[src/loop_mon_pkg.sv]
// Constants, register map and state codes for the safety loop monitor
package loop_mon_pkg;

    // ------------------------------------------------------------
    // Clock and timing
    // ------------------------------------------------------------
    localparam int unsigned CLK_HZ          = 50_000_000;
    localparam int unsigned CYC_PER_US      = CLK_HZ / 1_000_000;
    localparam int unsigned CYC_PER_MS      = CLK_HZ / 1_000;
    // Half period of the test square wave, one evaluation per half
    localparam int unsigned TEST_HALF_US    = 2500;
    localparam int unsigned TEST_HALF_CYC   = TEST_HALF_US * CYC_PER_US;
    // Least closure of the reset contact
    localparam int unsigned RST_CLOSE_MS    = 80;
    localparam int unsigned RST_CLOSE_CYC   = RST_CLOSE_MS * CYC_PER_MS;
    // Response limits, input change to output change
    localparam int unsigned ACT_MAX_MS      = 40;
    localparam int unsigned ACT_MAX_CYC     = ACT_MAX_MS * CYC_PER_MS;
    localparam int unsigned DEACT_MAX_MS    = 38;
    localparam int unsigned DEACT_MAX_CYC   = DEACT_MAX_MS * CYC_PER_MS;
    // Consecutive good evaluations before the loop counts as valid
    localparam logic [1:0]  GOOD_EVALS      = 2'h2;
    localparam int unsigned CNT_W           = 24;

    // ------------------------------------------------------------
    // Register map (byte addresses)
    // ------------------------------------------------------------
    localparam logic [7:0]  CTRL_OFS        = 8'h00;
    localparam logic [7:0]  STATUS_OFS      = 8'h04;
    localparam logic [7:0]  IRQ_STAT_OFS    = 8'h08;
    localparam logic [7:0]  IRQ_MASK_OFS    = 8'h0c;

    // Control fields
    localparam int unsigned CTRL_FORCE_BIT  = 0;
    localparam logic        CTRL_RST_VAL    = 1'h0;

    // Status fields
    localparam int unsigned ST_VALID_BIT    = 0;
    localparam int unsigned ST_ACTIVE_BIT   = 1;
    localparam int unsigned ST_INFO_BIT     = 2;
    localparam int unsigned ST_AUTO_BIT     = 3;
    localparam int unsigned ST_EVEN_BIT     = 4;
    localparam int unsigned ST_TX_BIT       = 5;
    localparam int unsigned ST_MODE2_BIT    = 6;

    // Interrupt fields
    localparam int unsigned IRQ_W           = 3;
    localparam int unsigned IRQ_FAULT_BIT   = 0;
    localparam int unsigned IRQ_ON_BIT      = 1;
    localparam int unsigned IRQ_RESET_BIT   = 2;
    localparam logic [2:0]  IRQ_RST_VAL     = 3'h0;

    // ------------------------------------------------------------
    // Output group states
    // ------------------------------------------------------------
    typedef enum logic [1:0] {
        ST_OPEN = 2'b01,
        ST_ON   = 2'b10
    } out_state_e;

endpackage

[src/loop_tester.sv]
// Test square wave generator and return signal evaluator
`timescale 1ns/100ps
module loop_tester #(
    parameter int unsigned HALF_CYC = loop_mon_pkg::TEST_HALF_CYC
) (
    input  wire logic clk_i,            // System clock
    input  wire logic rst_i,            // Synchronous reset, high
    input  wire logic loop_receive_i,   // Returned test signal
    input  wire logic parity_select_i,  // High: even sensor count
    output logic      loop_transmit_o,  // Test signal out
    output logic      eval_o,           // Evaluation strobe
    output logic      eval_ok_o,        // Last evaluation matched
    output logic      loop_valid_o      // Loop judged valid
);
    logic [loop_mon_pkg::CNT_W-1:0] cnt_r;
    logic                           tx_r;
    logic                           ok_r;
    logic [1:0]                     good_r;
    logic                           at_end;
    logic                           expected;
    logic                           match;

    assign at_end   = (cnt_r == loop_mon_pkg::CNT_W'(HALF_CYC - 1));
    assign expected = parity_select_i ? tx_r : ~tx_r;
    assign match    = (loop_receive_i == expected);

    always_ff @(posedge clk_i) begin
        if (rst_i) begin
            cnt_r <= '0;
            tx_r  <= 1'b0;
        end else if (at_end) begin
            cnt_r <= '0;
            tx_r  <= ~tx_r;
        end else begin
            cnt_r <= cnt_r + 1'b1;
        end
    end

    always_ff @(posedge clk_i) begin
        if (rst_i) begin
            ok_r   <= 1'b0;
            good_r <= 2'h0;
        end else if (at_end) begin
            ok_r   <= match;
            good_r <= !match ? 2'h0 :
                      (good_r == loop_mon_pkg::GOOD_EVALS) ? good_r : good_r + 2'h1;
        end
    end

    assign loop_transmit_o = tx_r;
    assign eval_o          = at_end;
    assign eval_ok_o       = ok_r;
    assign loop_valid_o    = (good_r == loop_mon_pkg::GOOD_EVALS);
endmodule

[src/reset_detect.sv]
// Reset contact supervision: qualified closure followed by release
`timescale 1ns/100ps
module reset_detect #(
    parameter int unsigned CLOSE_CYC = loop_mon_pkg::RST_CLOSE_CYC
) (
    input  wire logic clk_i,        // System clock
    input  wire logic rst_i,        // Synchronous reset, high
    input  wire logic closed_i,     // Reset contact closed
    output logic      accept_o      // Pulse on qualified release
);
    logic [loop_mon_pkg::CNT_W-1:0] cnt_r;
    logic                           prev_r;
    logic                           long_enough;
    logic                           acc_r;

    assign long_enough = (cnt_r >= loop_mon_pkg::CNT_W'(CLOSE_CYC));

    always_ff @(posedge clk_i) begin
        if (rst_i) begin
            cnt_r  <= '0;
            prev_r <= 1'b0;
            acc_r  <= 1'b0;
        end else begin
            prev_r <= closed_i;
            acc_r  <= prev_r && !closed_i && long_enough;
            if (!closed_i)
                cnt_r <= '0;
            else if (!long_enough)
                cnt_r <= cnt_r + 1'b1;
        end
    end

    assign accept_o = acc_r;
endmodule

[src/safety_loop_monitor.sv]
// Top of the dynamic safety loop monitor with its Wishbone register file
// Behaviour
// - Drive square wave, evaluate returned signal
// - Each sensor inverts; check returned inversion
// - Parity strap selects even or odd count
// - Manual reset needs closure then opening
// - Auto reset activates once loop valid
// - Two safety outputs switch together
// - Info output, behaviour set by switch
// - Position 1: info high when reset
// - Position 2: high if loop closed, unreset
// - Feedback contacts in reset path block reset
// - Activate under 40 ms, release under 38
// - Evaluate return at least 200 per second
// - Lost test signal opens the outputs
`timescale 1ns/100ps
module safety_loop_monitor #(
    parameter int unsigned HALF_CYC  = loop_mon_pkg::TEST_HALF_CYC,
    parameter int unsigned CLOSE_CYC = loop_mon_pkg::RST_CLOSE_CYC
) (
    input  wire logic        clk_i,             // System clock, 50 MHz
    input  wire logic        rst_i,             // Synchronous reset, high
    // Wishbone slave
    input  wire logic        wb_cyc_i,          // Bus cycle
    input  wire logic        wb_stb_i,          // Strobe
    input  wire logic        wb_we_i,           // Write enable
    input  wire logic [7:0]  wb_adr_i,          // Byte address
    input  wire logic [3:0]  wb_sel_i,          // Byte lanes
    input  wire logic [31:0] wb_dat_i,          // Write data
    output logic [31:0]      wb_dat_o,          // Read data
    output logic             wb_ack_o,          // Acknowledge
    // Safety loop
    output logic             loop_transmit_o,   // Test signal out
    input  wire logic        loop_receive_i,    // Test signal back
    input  wire logic        parity_select_i,   // High: even count
    // Reset and straps
    input  wire logic        reset_input_i,     // Reset contact closed
    input  wire logic        auto_reset_strap_i,// High: automatic reset
    input  wire logic        info_mode_i,       // Low: pos 1, high: pos 2
    // Outputs
    output logic             safety_out_a_o,    // Safety output one
    output logic             safety_out_b_o,    // Safety output two
    output logic             info_output_o,     // Information output
    output logic             irq_o              // Interrupt, level high
);

    // ------------------------------------------------------------
    // Loop evaluation and reset supervision
    // ------------------------------------------------------------
    logic eval;
    logic eval_ok;
    logic loop_valid;
    logic reset_accept;

    loop_tester #(
        .HALF_CYC (HALF_CYC)
    ) u_tester (
        .clk_i           (clk_i),
        .rst_i           (rst_i),
        .loop_receive_i  (loop_receive_i),
        .parity_select_i (parity_select_i),
        .loop_transmit_o (loop_transmit_o),
        .eval_o          (eval),
        .eval_ok_o       (eval_ok),
        .loop_valid_o    (loop_valid)
    );

    reset_detect #(
        .CLOSE_CYC (CLOSE_CYC)
    ) u_reset (
        .clk_i    (clk_i),
        .rst_i    (rst_i),
        .closed_i (reset_input_i),
        .accept_o (reset_accept)
    );

    // ------------------------------------------------------------
    // Register bus decode
    // ------------------------------------------------------------
    logic                                 ack_r;
    logic [31:0]                          rdata_r;
    logic                                 force_open_r;
    logic [loop_mon_pkg::IRQ_W-1:0]       irq_stat_r;
    logic [loop_mon_pkg::IRQ_W-1:0]       irq_stat_nxt;
    logic [loop_mon_pkg::IRQ_W-1:0]       irq_mask_r;
    logic [loop_mon_pkg::IRQ_W-1:0]       irq_events;
    logic [31:0]                          status_word;
    logic [31:0]                          rdata_nxt;
    logic                                 bus_req;
    logic                                 wr_take;
    logic                                 wr_ctrl;
    logic                                 wr_stat;
    logic                                 wr_mask;

    assign bus_req  = wb_cyc_i && wb_stb_i && !ack_r;
    // Fields live in the low byte; other lanes are ignored
    assign wr_take  = bus_req && wb_we_i && wb_sel_i[0];
    assign wr_ctrl  = wr_take && (wb_adr_i == loop_mon_pkg::CTRL_OFS);
    assign wr_stat  = wr_take && (wb_adr_i == loop_mon_pkg::IRQ_STAT_OFS);
    assign wr_mask  = wr_take && (wb_adr_i == loop_mon_pkg::IRQ_MASK_OFS);

    always_ff @(posedge clk_i) begin
        if (rst_i) begin
            ack_r   <= 1'b0;
            rdata_r <= 32'h0;
        end else begin
            ack_r   <= bus_req;
            rdata_r <= bus_req ? rdata_nxt : 32'h0;
        end
    end

    assign wb_ack_o = ack_r;
    assign wb_dat_o = rdata_r;

    // ------------------------------------------------------------
    // Output group state machine
    // ------------------------------------------------------------
    loop_mon_pkg::out_state_e state_r;
    loop_mon_pkg::out_state_e state_nxt;
    logic                     go_on;
    logic                     go_off;
    logic                     reset_ok;
    logic                     active;

    // Feedback contacts gate the reset path
    // Auto mode follows the closed reset path
    assign reset_ok = auto_reset_strap_i ? reset_input_i : reset_accept;
    // Valid loop plus a fresh reset, or a closed reset path in auto mode
    assign go_on    = loop_valid && !force_open_r && reset_ok;
    assign go_off   = !loop_valid || force_open_r;

    always_comb begin
        state_nxt = state_r;
        unique case (state_r)
            loop_mon_pkg::ST_OPEN: begin
                if (go_on)
                    state_nxt = loop_mon_pkg::ST_ON;
            end
            loop_mon_pkg::ST_ON: begin
                if (go_off)
                    state_nxt = loop_mon_pkg::ST_OPEN;
            end
            default: begin
                state_nxt = loop_mon_pkg::ST_OPEN;
            end
        endcase
    end

    always_ff @(posedge clk_i) begin
        if (rst_i)
            state_r <= loop_mon_pkg::ST_OPEN;
        else
            state_r <= state_nxt;
    end

    assign active = (state_r == loop_mon_pkg::ST_ON);

    // ------------------------------------------------------------
    // Safety and information outputs
    // ------------------------------------------------------------
    logic out_a_r;
    logic out_b_r;
    logic info_r;
    logic info_nxt;

    // Position 1 shows the reset state
    assign info_nxt = info_mode_i ? (loop_valid && (state_nxt != loop_mon_pkg::ST_ON))
                                  : (state_nxt == loop_mon_pkg::ST_ON);

    always_ff @(posedge clk_i) begin
        if (rst_i) begin
            out_a_r <= 1'b0;
            out_b_r <= 1'b0;
            info_r  <= 1'b0;
        end else begin
            out_a_r <= (state_nxt == loop_mon_pkg::ST_ON);
            out_b_r <= (state_nxt == loop_mon_pkg::ST_ON);
            info_r  <= info_nxt;
        end
    end

    assign safety_out_a_o = out_a_r;
    assign safety_out_b_o = out_b_r;
    assign info_output_o  = info_r;

    // ------------------------------------------------------------
    // Control, status and interrupts
    // ------------------------------------------------------------
    logic valid_q_r;

    assign irq_events[loop_mon_pkg::IRQ_FAULT_BIT] = valid_q_r && !loop_valid;
    assign irq_events[loop_mon_pkg::IRQ_ON_BIT]    = go_on && !active;
    assign irq_events[loop_mon_pkg::IRQ_RESET_BIT] = reset_accept;

    // Set wins over a write-one clear in the same cycle
    assign irq_stat_nxt = (irq_stat_r & ~(wr_stat ? wb_dat_i[loop_mon_pkg::IRQ_W-1:0]
                                                  : loop_mon_pkg::IRQ_RST_VAL))
                          | irq_events;

    always_ff @(posedge clk_i) begin
        if (rst_i) begin
            force_open_r <= loop_mon_pkg::CTRL_RST_VAL;
            irq_stat_r   <= loop_mon_pkg::IRQ_RST_VAL;
            irq_mask_r   <= loop_mon_pkg::IRQ_RST_VAL;
            valid_q_r    <= 1'b0;
        end else begin
            if (wr_ctrl)
                force_open_r <= wb_dat_i[loop_mon_pkg::CTRL_FORCE_BIT];
            if (wr_mask)
                irq_mask_r <= wb_dat_i[loop_mon_pkg::IRQ_W-1:0];
            irq_stat_r <= irq_stat_nxt;
            valid_q_r  <= loop_valid;
        end
    end

    assign irq_o = |(irq_stat_r & irq_mask_r);

    always_comb begin
        status_word = 32'h0;
        status_word[loop_mon_pkg::ST_VALID_BIT]  = loop_valid;
        status_word[loop_mon_pkg::ST_ACTIVE_BIT] = active;
        status_word[loop_mon_pkg::ST_INFO_BIT]   = info_r;
        status_word[loop_mon_pkg::ST_AUTO_BIT]   = auto_reset_strap_i;
        status_word[loop_mon_pkg::ST_EVEN_BIT]   = parity_select_i;
        status_word[loop_mon_pkg::ST_TX_BIT]     = loop_transmit_o;
        status_word[loop_mon_pkg::ST_MODE2_BIT]  = info_mode_i;
    end

    always_comb begin
        rdata_nxt = 32'h0;
        unique case (wb_adr_i)
            loop_mon_pkg::CTRL_OFS:     rdata_nxt = {31'h0, force_open_r};
            loop_mon_pkg::STATUS_OFS:   rdata_nxt = status_word;
            loop_mon_pkg::IRQ_STAT_OFS: rdata_nxt = {29'h0, irq_stat_r};
            loop_mon_pkg::IRQ_MASK_OFS: rdata_nxt = {29'h0, irq_mask_r};
            default:                    rdata_nxt = 32'h0;
        endcase
    end
endmodule

[config.mk]
export PLATFORM = sky130hd
export DESIGN_NAME = safety_loop_monitor
export DESIGN_NICKNAME = d
export VERILOG_FILES = /design/src/loop_mon_pkg.sv /design/src/loop_tester.sv /design/src/reset_detect.sv /design/src/safety_loop_monitor.sv
export SDC_FILE = /design/constraint.sdc
export NUM_CORES = 1
export LEC_CHECK = 0
export ABC_AREA = 0
export CORE_MARGIN = 2
export CORE_UTILIZATION = 40
export CTS_CLUSTER_DIAMETER = 100
export DETAILED_ROUTE_END_ITERATION = 8
export DONT_BUFFER_PORTS = 1
export GPL_TIMING_DRIVEN = 0
export PLACE_DENSITY = 0.57
export SYNTH_ARGS = -nofsm -noshare
export SYNTH_HDL_FRONTEND = slang
export SYNTH_SLANG_ARGS = --single-unit
[constraint.sdc]
create_clock -name clk_i -period 2.2 [get_ports clk_i]
set_input_delay 0.33 -clock clk_i [delete_from_list [all_inputs] [get_ports clk_i]]
set_output_delay 0.33 -clock clk_i [all_outputs]
set_load 0.01 [all_outputs]
==> impl_metrics.yaml <==
status:
  status: "finished, final reports clean"
worst_setup_path:
  worst-endpoint-required_ns: 2.43
  critical_path.endpoint_type: "flip-flop"
  critical_path.startpoint_type: "flip-flop"
  timing.setup.critical_path_class: "reg -> reg"
  timing.critical_path.fanout_max: 10
  worst-endpoint-arrival_ns: 2.34
final_layout:
  drive_above_1_share: 0.1409
  fin_util: 0.4680
  fillers: 848
  final_nets: 502
  layout_area_growth_over_synthesis_pct: 13.74
  diodes: 0
logic_synthesis:
  avgSynthCellArea_um2: 8.817
  post_synth_instance_area_um2: 3571
  count_of_flip_flops_with_a_built_in_enable_after_synthesis: 0
  yosysWarnings: 0
  yosysUniqueCellTypes: 57
  synth.yosys.seq_area_share: 0.4093
  netlist_instances: 405
  synth-seq-cells: 73
  synth_async_sr_flop_share: 0
  yosys_most_used_dff: "dfxtp_1"
route:
  dr.first_iter.drc_count: 165
  detail_route.wirelength_mm: 7.086
  ant_nets: 0
  detailroute.via_count: 2788
  drc: 0
  detail_route.first_pass.iterations: 4
  post_drt_via_cell_ratio: 5.023
  route.detailed.wl_per_inst_um: 12.77
placement:
  placement.setup.worst_slack_ns: 0.02469
  place.gp.congestion: 0.8454
  dp.final_hpwl_mm: 5.094
  buffer_ports.inserted: 0
floorplan:
  initial_core_util: 0.4115
  number_of_rows_in_the_core_area: 34
  chipWidth_um: 98.49
  core_area_um2: 8678
  dieHeight_um: 98.49
  die_area_um2: 9699
  io_pins: 92
grt:
  grt.total_usage: 0.1494
  antenna_found_initial: 0
  grt_pass1_wl_mm: 11.80
  globalRoute.totalOverflow: 0
  grt_pass1_vias: 2465
  grt_start_max_net_pins: 15
timing:
  final.period_utilization: 0.9580
  clock.fmax_mhz: 474.5
  period_minus_slack_ns: 2.108
  hold_violations: 0
  final_tns_setup_ns: 0
  final-setup-viol-count: 0
  timing_worst_slew_pin_value_ns: 1.023
  max_transition_viols_final: 0
  whs_ns: 0.05377
  fin_skew_ns: 0.01118
  finalWorstSetupSlack_ns: 0.09245
  slew-limit-headroom: 0.3130
  grt_setup_unrepaired: "false"
clock_network:
  insertion_delay_ns: 0.34
  clock_tree.root_cell: "clkbuf_8"
  cts_num_sinks: 73
  cts-buffers-inserted: 9
  htree_num_levels: 3
  clock_tree.buffer_depth: 2
  clock_edge_transition_at_the_registers_on_the_reported_setup_and_hold_paths_ns: 0.08
  cts_tree: "done"
power_and_ir_drop:
  p_leak_nw: 1.543
  ir_worst_vdd_uv: 264.4
  p_per_area_nw_per_um2: 651.8
  design_power_total_mw: 2.647
min_path:
  min-delay-path-class: "in -> reg"
flow_run:
  cap_violations: 0
-- worst max-delay path: stages, from the launching register on --
cell and delay, ns:
dfxtp_2 0.35, or4b_1 0.51, or4_4 0.55, nor2_4 0.15, or2_1 0.11, buf_4 0.14, buf_6 0.14, nor2_1 0.05
-- layer usage --
layer | wire length [um] | vias up | global-route usage | part of all wire
met5 | 0 | - | 0 | 0
met3 | 418 | 14 | 0.03901 | 0.059
met1 | 3546 | 1244 | 0.2039 | 0.50
li1 | - | 1453 | - | -
met2 | 2973 | 77 | 0.2193 | 0.42
met4 | 147 | 0 | 0.07376 | 0.021
-- registers in the layout, indices dropped and copies added, names as in the netlist, 2 cells and up --
name             count
irq_mask_r           3
irq_stat_r           3
state_r              2
u_reset.cnt_r       24
u_tester.cnt_r      24
u_tester.good_r      2
wb_dat_o             7
-- kinds of logic after synthesis --
family,Yosys count,share of synthesized area
AND/OR/NAND/NOR,176,0.2638
other,1,0.001050
flip-flops,73,0.4092
AO/OA/AOI/OAI,53,0.1072
XOR/XNOR,31,0.07603
buffers and inverters,56,0.09215
multiplexers,9,0.02943
adder cells (fa/ha/maj),6,0.02102
-- where the power goes --
part / switching (mW) / internal (mW) / total, mW
Combinational: 0.0731 / 0.0578 / 0.131
Clock: 0.529 / 0.648 / 1.18
Sequential: 0.00907 / 1.33 / 1.34
Total: 0.612 / 2.04 / 2.65
-- per-stage QoR --
stage               instances  instance area [um^2]
floorplan                 429                  3661
global placement          537                  3796
detailed placement        537                  3796
CTS                       555                  4036
global route              555                  4061
finish                    555                  4061
-- synth_stat cells, types with 3 or more instances --
| library cell | n | share of area |
|---|---|---|
| dfxtp_1 | 73 | 0.41 |
| nor2_1 | 54 | 0.057 |
| buf_4 | 27 | 0.057 |
| nand3_1 | 25 | 0.035 |
| nand2_1 | 18 | 0.019 |
| xor2_1 | 17 | 0.042 |
| inv_1 | 16 | 0.017 |
| a21oi_1 | 15 | 0.021 |
| xnor2_1 | 14 | 0.034 |
| nand4_1 | 13 | 0.023 |
| and2_1 | 12 | 0.021 |
| clkbuf_1 | 9 | 0.0095 |
| and3_1 | 7 | 0.012 |
| ha_1 | 6 | 0.021 |
| mux2i_1 | 6 | 0.017 |
| nand2b_1 | 6 | 0.011 |
| nor3_1 | 6 | 0.0084 |
| o31ai_1 | 6 | 0.013 |
| nor4_1 | 5 | 0.0088 |
| or4_1 | 5 | 0.011 |
| o21a_1 | 4 | 0.0084 |
| or3_1 | 4 | 0.0070 |
| and4_1 | 3 | 0.0074 |
| nor2b_1 | 3 | 0.0053 |
| o21ai_0 | 3 | 0.0042 |
| o41ai_1 | 3 | 0.0074 |
-- repair_timing --
action / 4_1_cts / 5_1_grt
setup buffers: 2 / 0
pin swaps: 1 / 2
gates resized for setup: 0 / 7
hold buffers: 0 / 0
endpoints found under the setup margin: 1 / 26
-- placed cells by master (no fill, tap or decap), types with 4 or more instances in the layout --
cell	instances
a21oi_1	14
xnor2_1	14
buf_4	29
clkbuf_1	9
or3_1	4
nor3_1	6
inv_1	16
nor2_1	54
or4_1	4
mux2i_1	6
ha_1	6
nand2b_1	6
conb_1	25
dfxtp_1	72
clkbuf_8	9
and3_1	7
o21a_1	4
o31ai_1	5
xor2_1	17
nand3_1	25
nand2_1	18
nand4_1	13
and2_1	12
nor4_1	4
-- final timing paths --
| check | startpoint | to | slack (ns) | depth (start not counted) |
|---|---|---|---|---|
| min reg2reg | u_tester.cnt_r[0] | u_tester.cnt_r[0] | 0.45 | 1 |
| min | reset_input_i | u_reset.accept_o | 0.05 | 1 |
| max reg2reg | u_tester.cnt_r[8] | u_tester.cnt_r[8] | 0.09 | 7 |
| max | u_tester.cnt_r[8] | u_tester.cnt_r[8] | 0.09 | 7 |
-- cell type report --
cell class | instances | area [um^2] | area share
Multi-Input combinational cell | 300 | 1894 | 0.4664
Buffer | 40 | 269.0 | 0.06624
Inverter | 16 | 60.06 | 0.01479
Sequential cell | 73 | 1463 | 0.3601
Tap cell | 108 | 135.1 | 0.03327
Timing Repair Buffer | 2 | 15.01 | 0.003697
Clock inverter | 7 | 101.3 | 0.02495
Clock buffer | 9 | 123.9 | 0.03050
(Power assumes the default switching activity.)
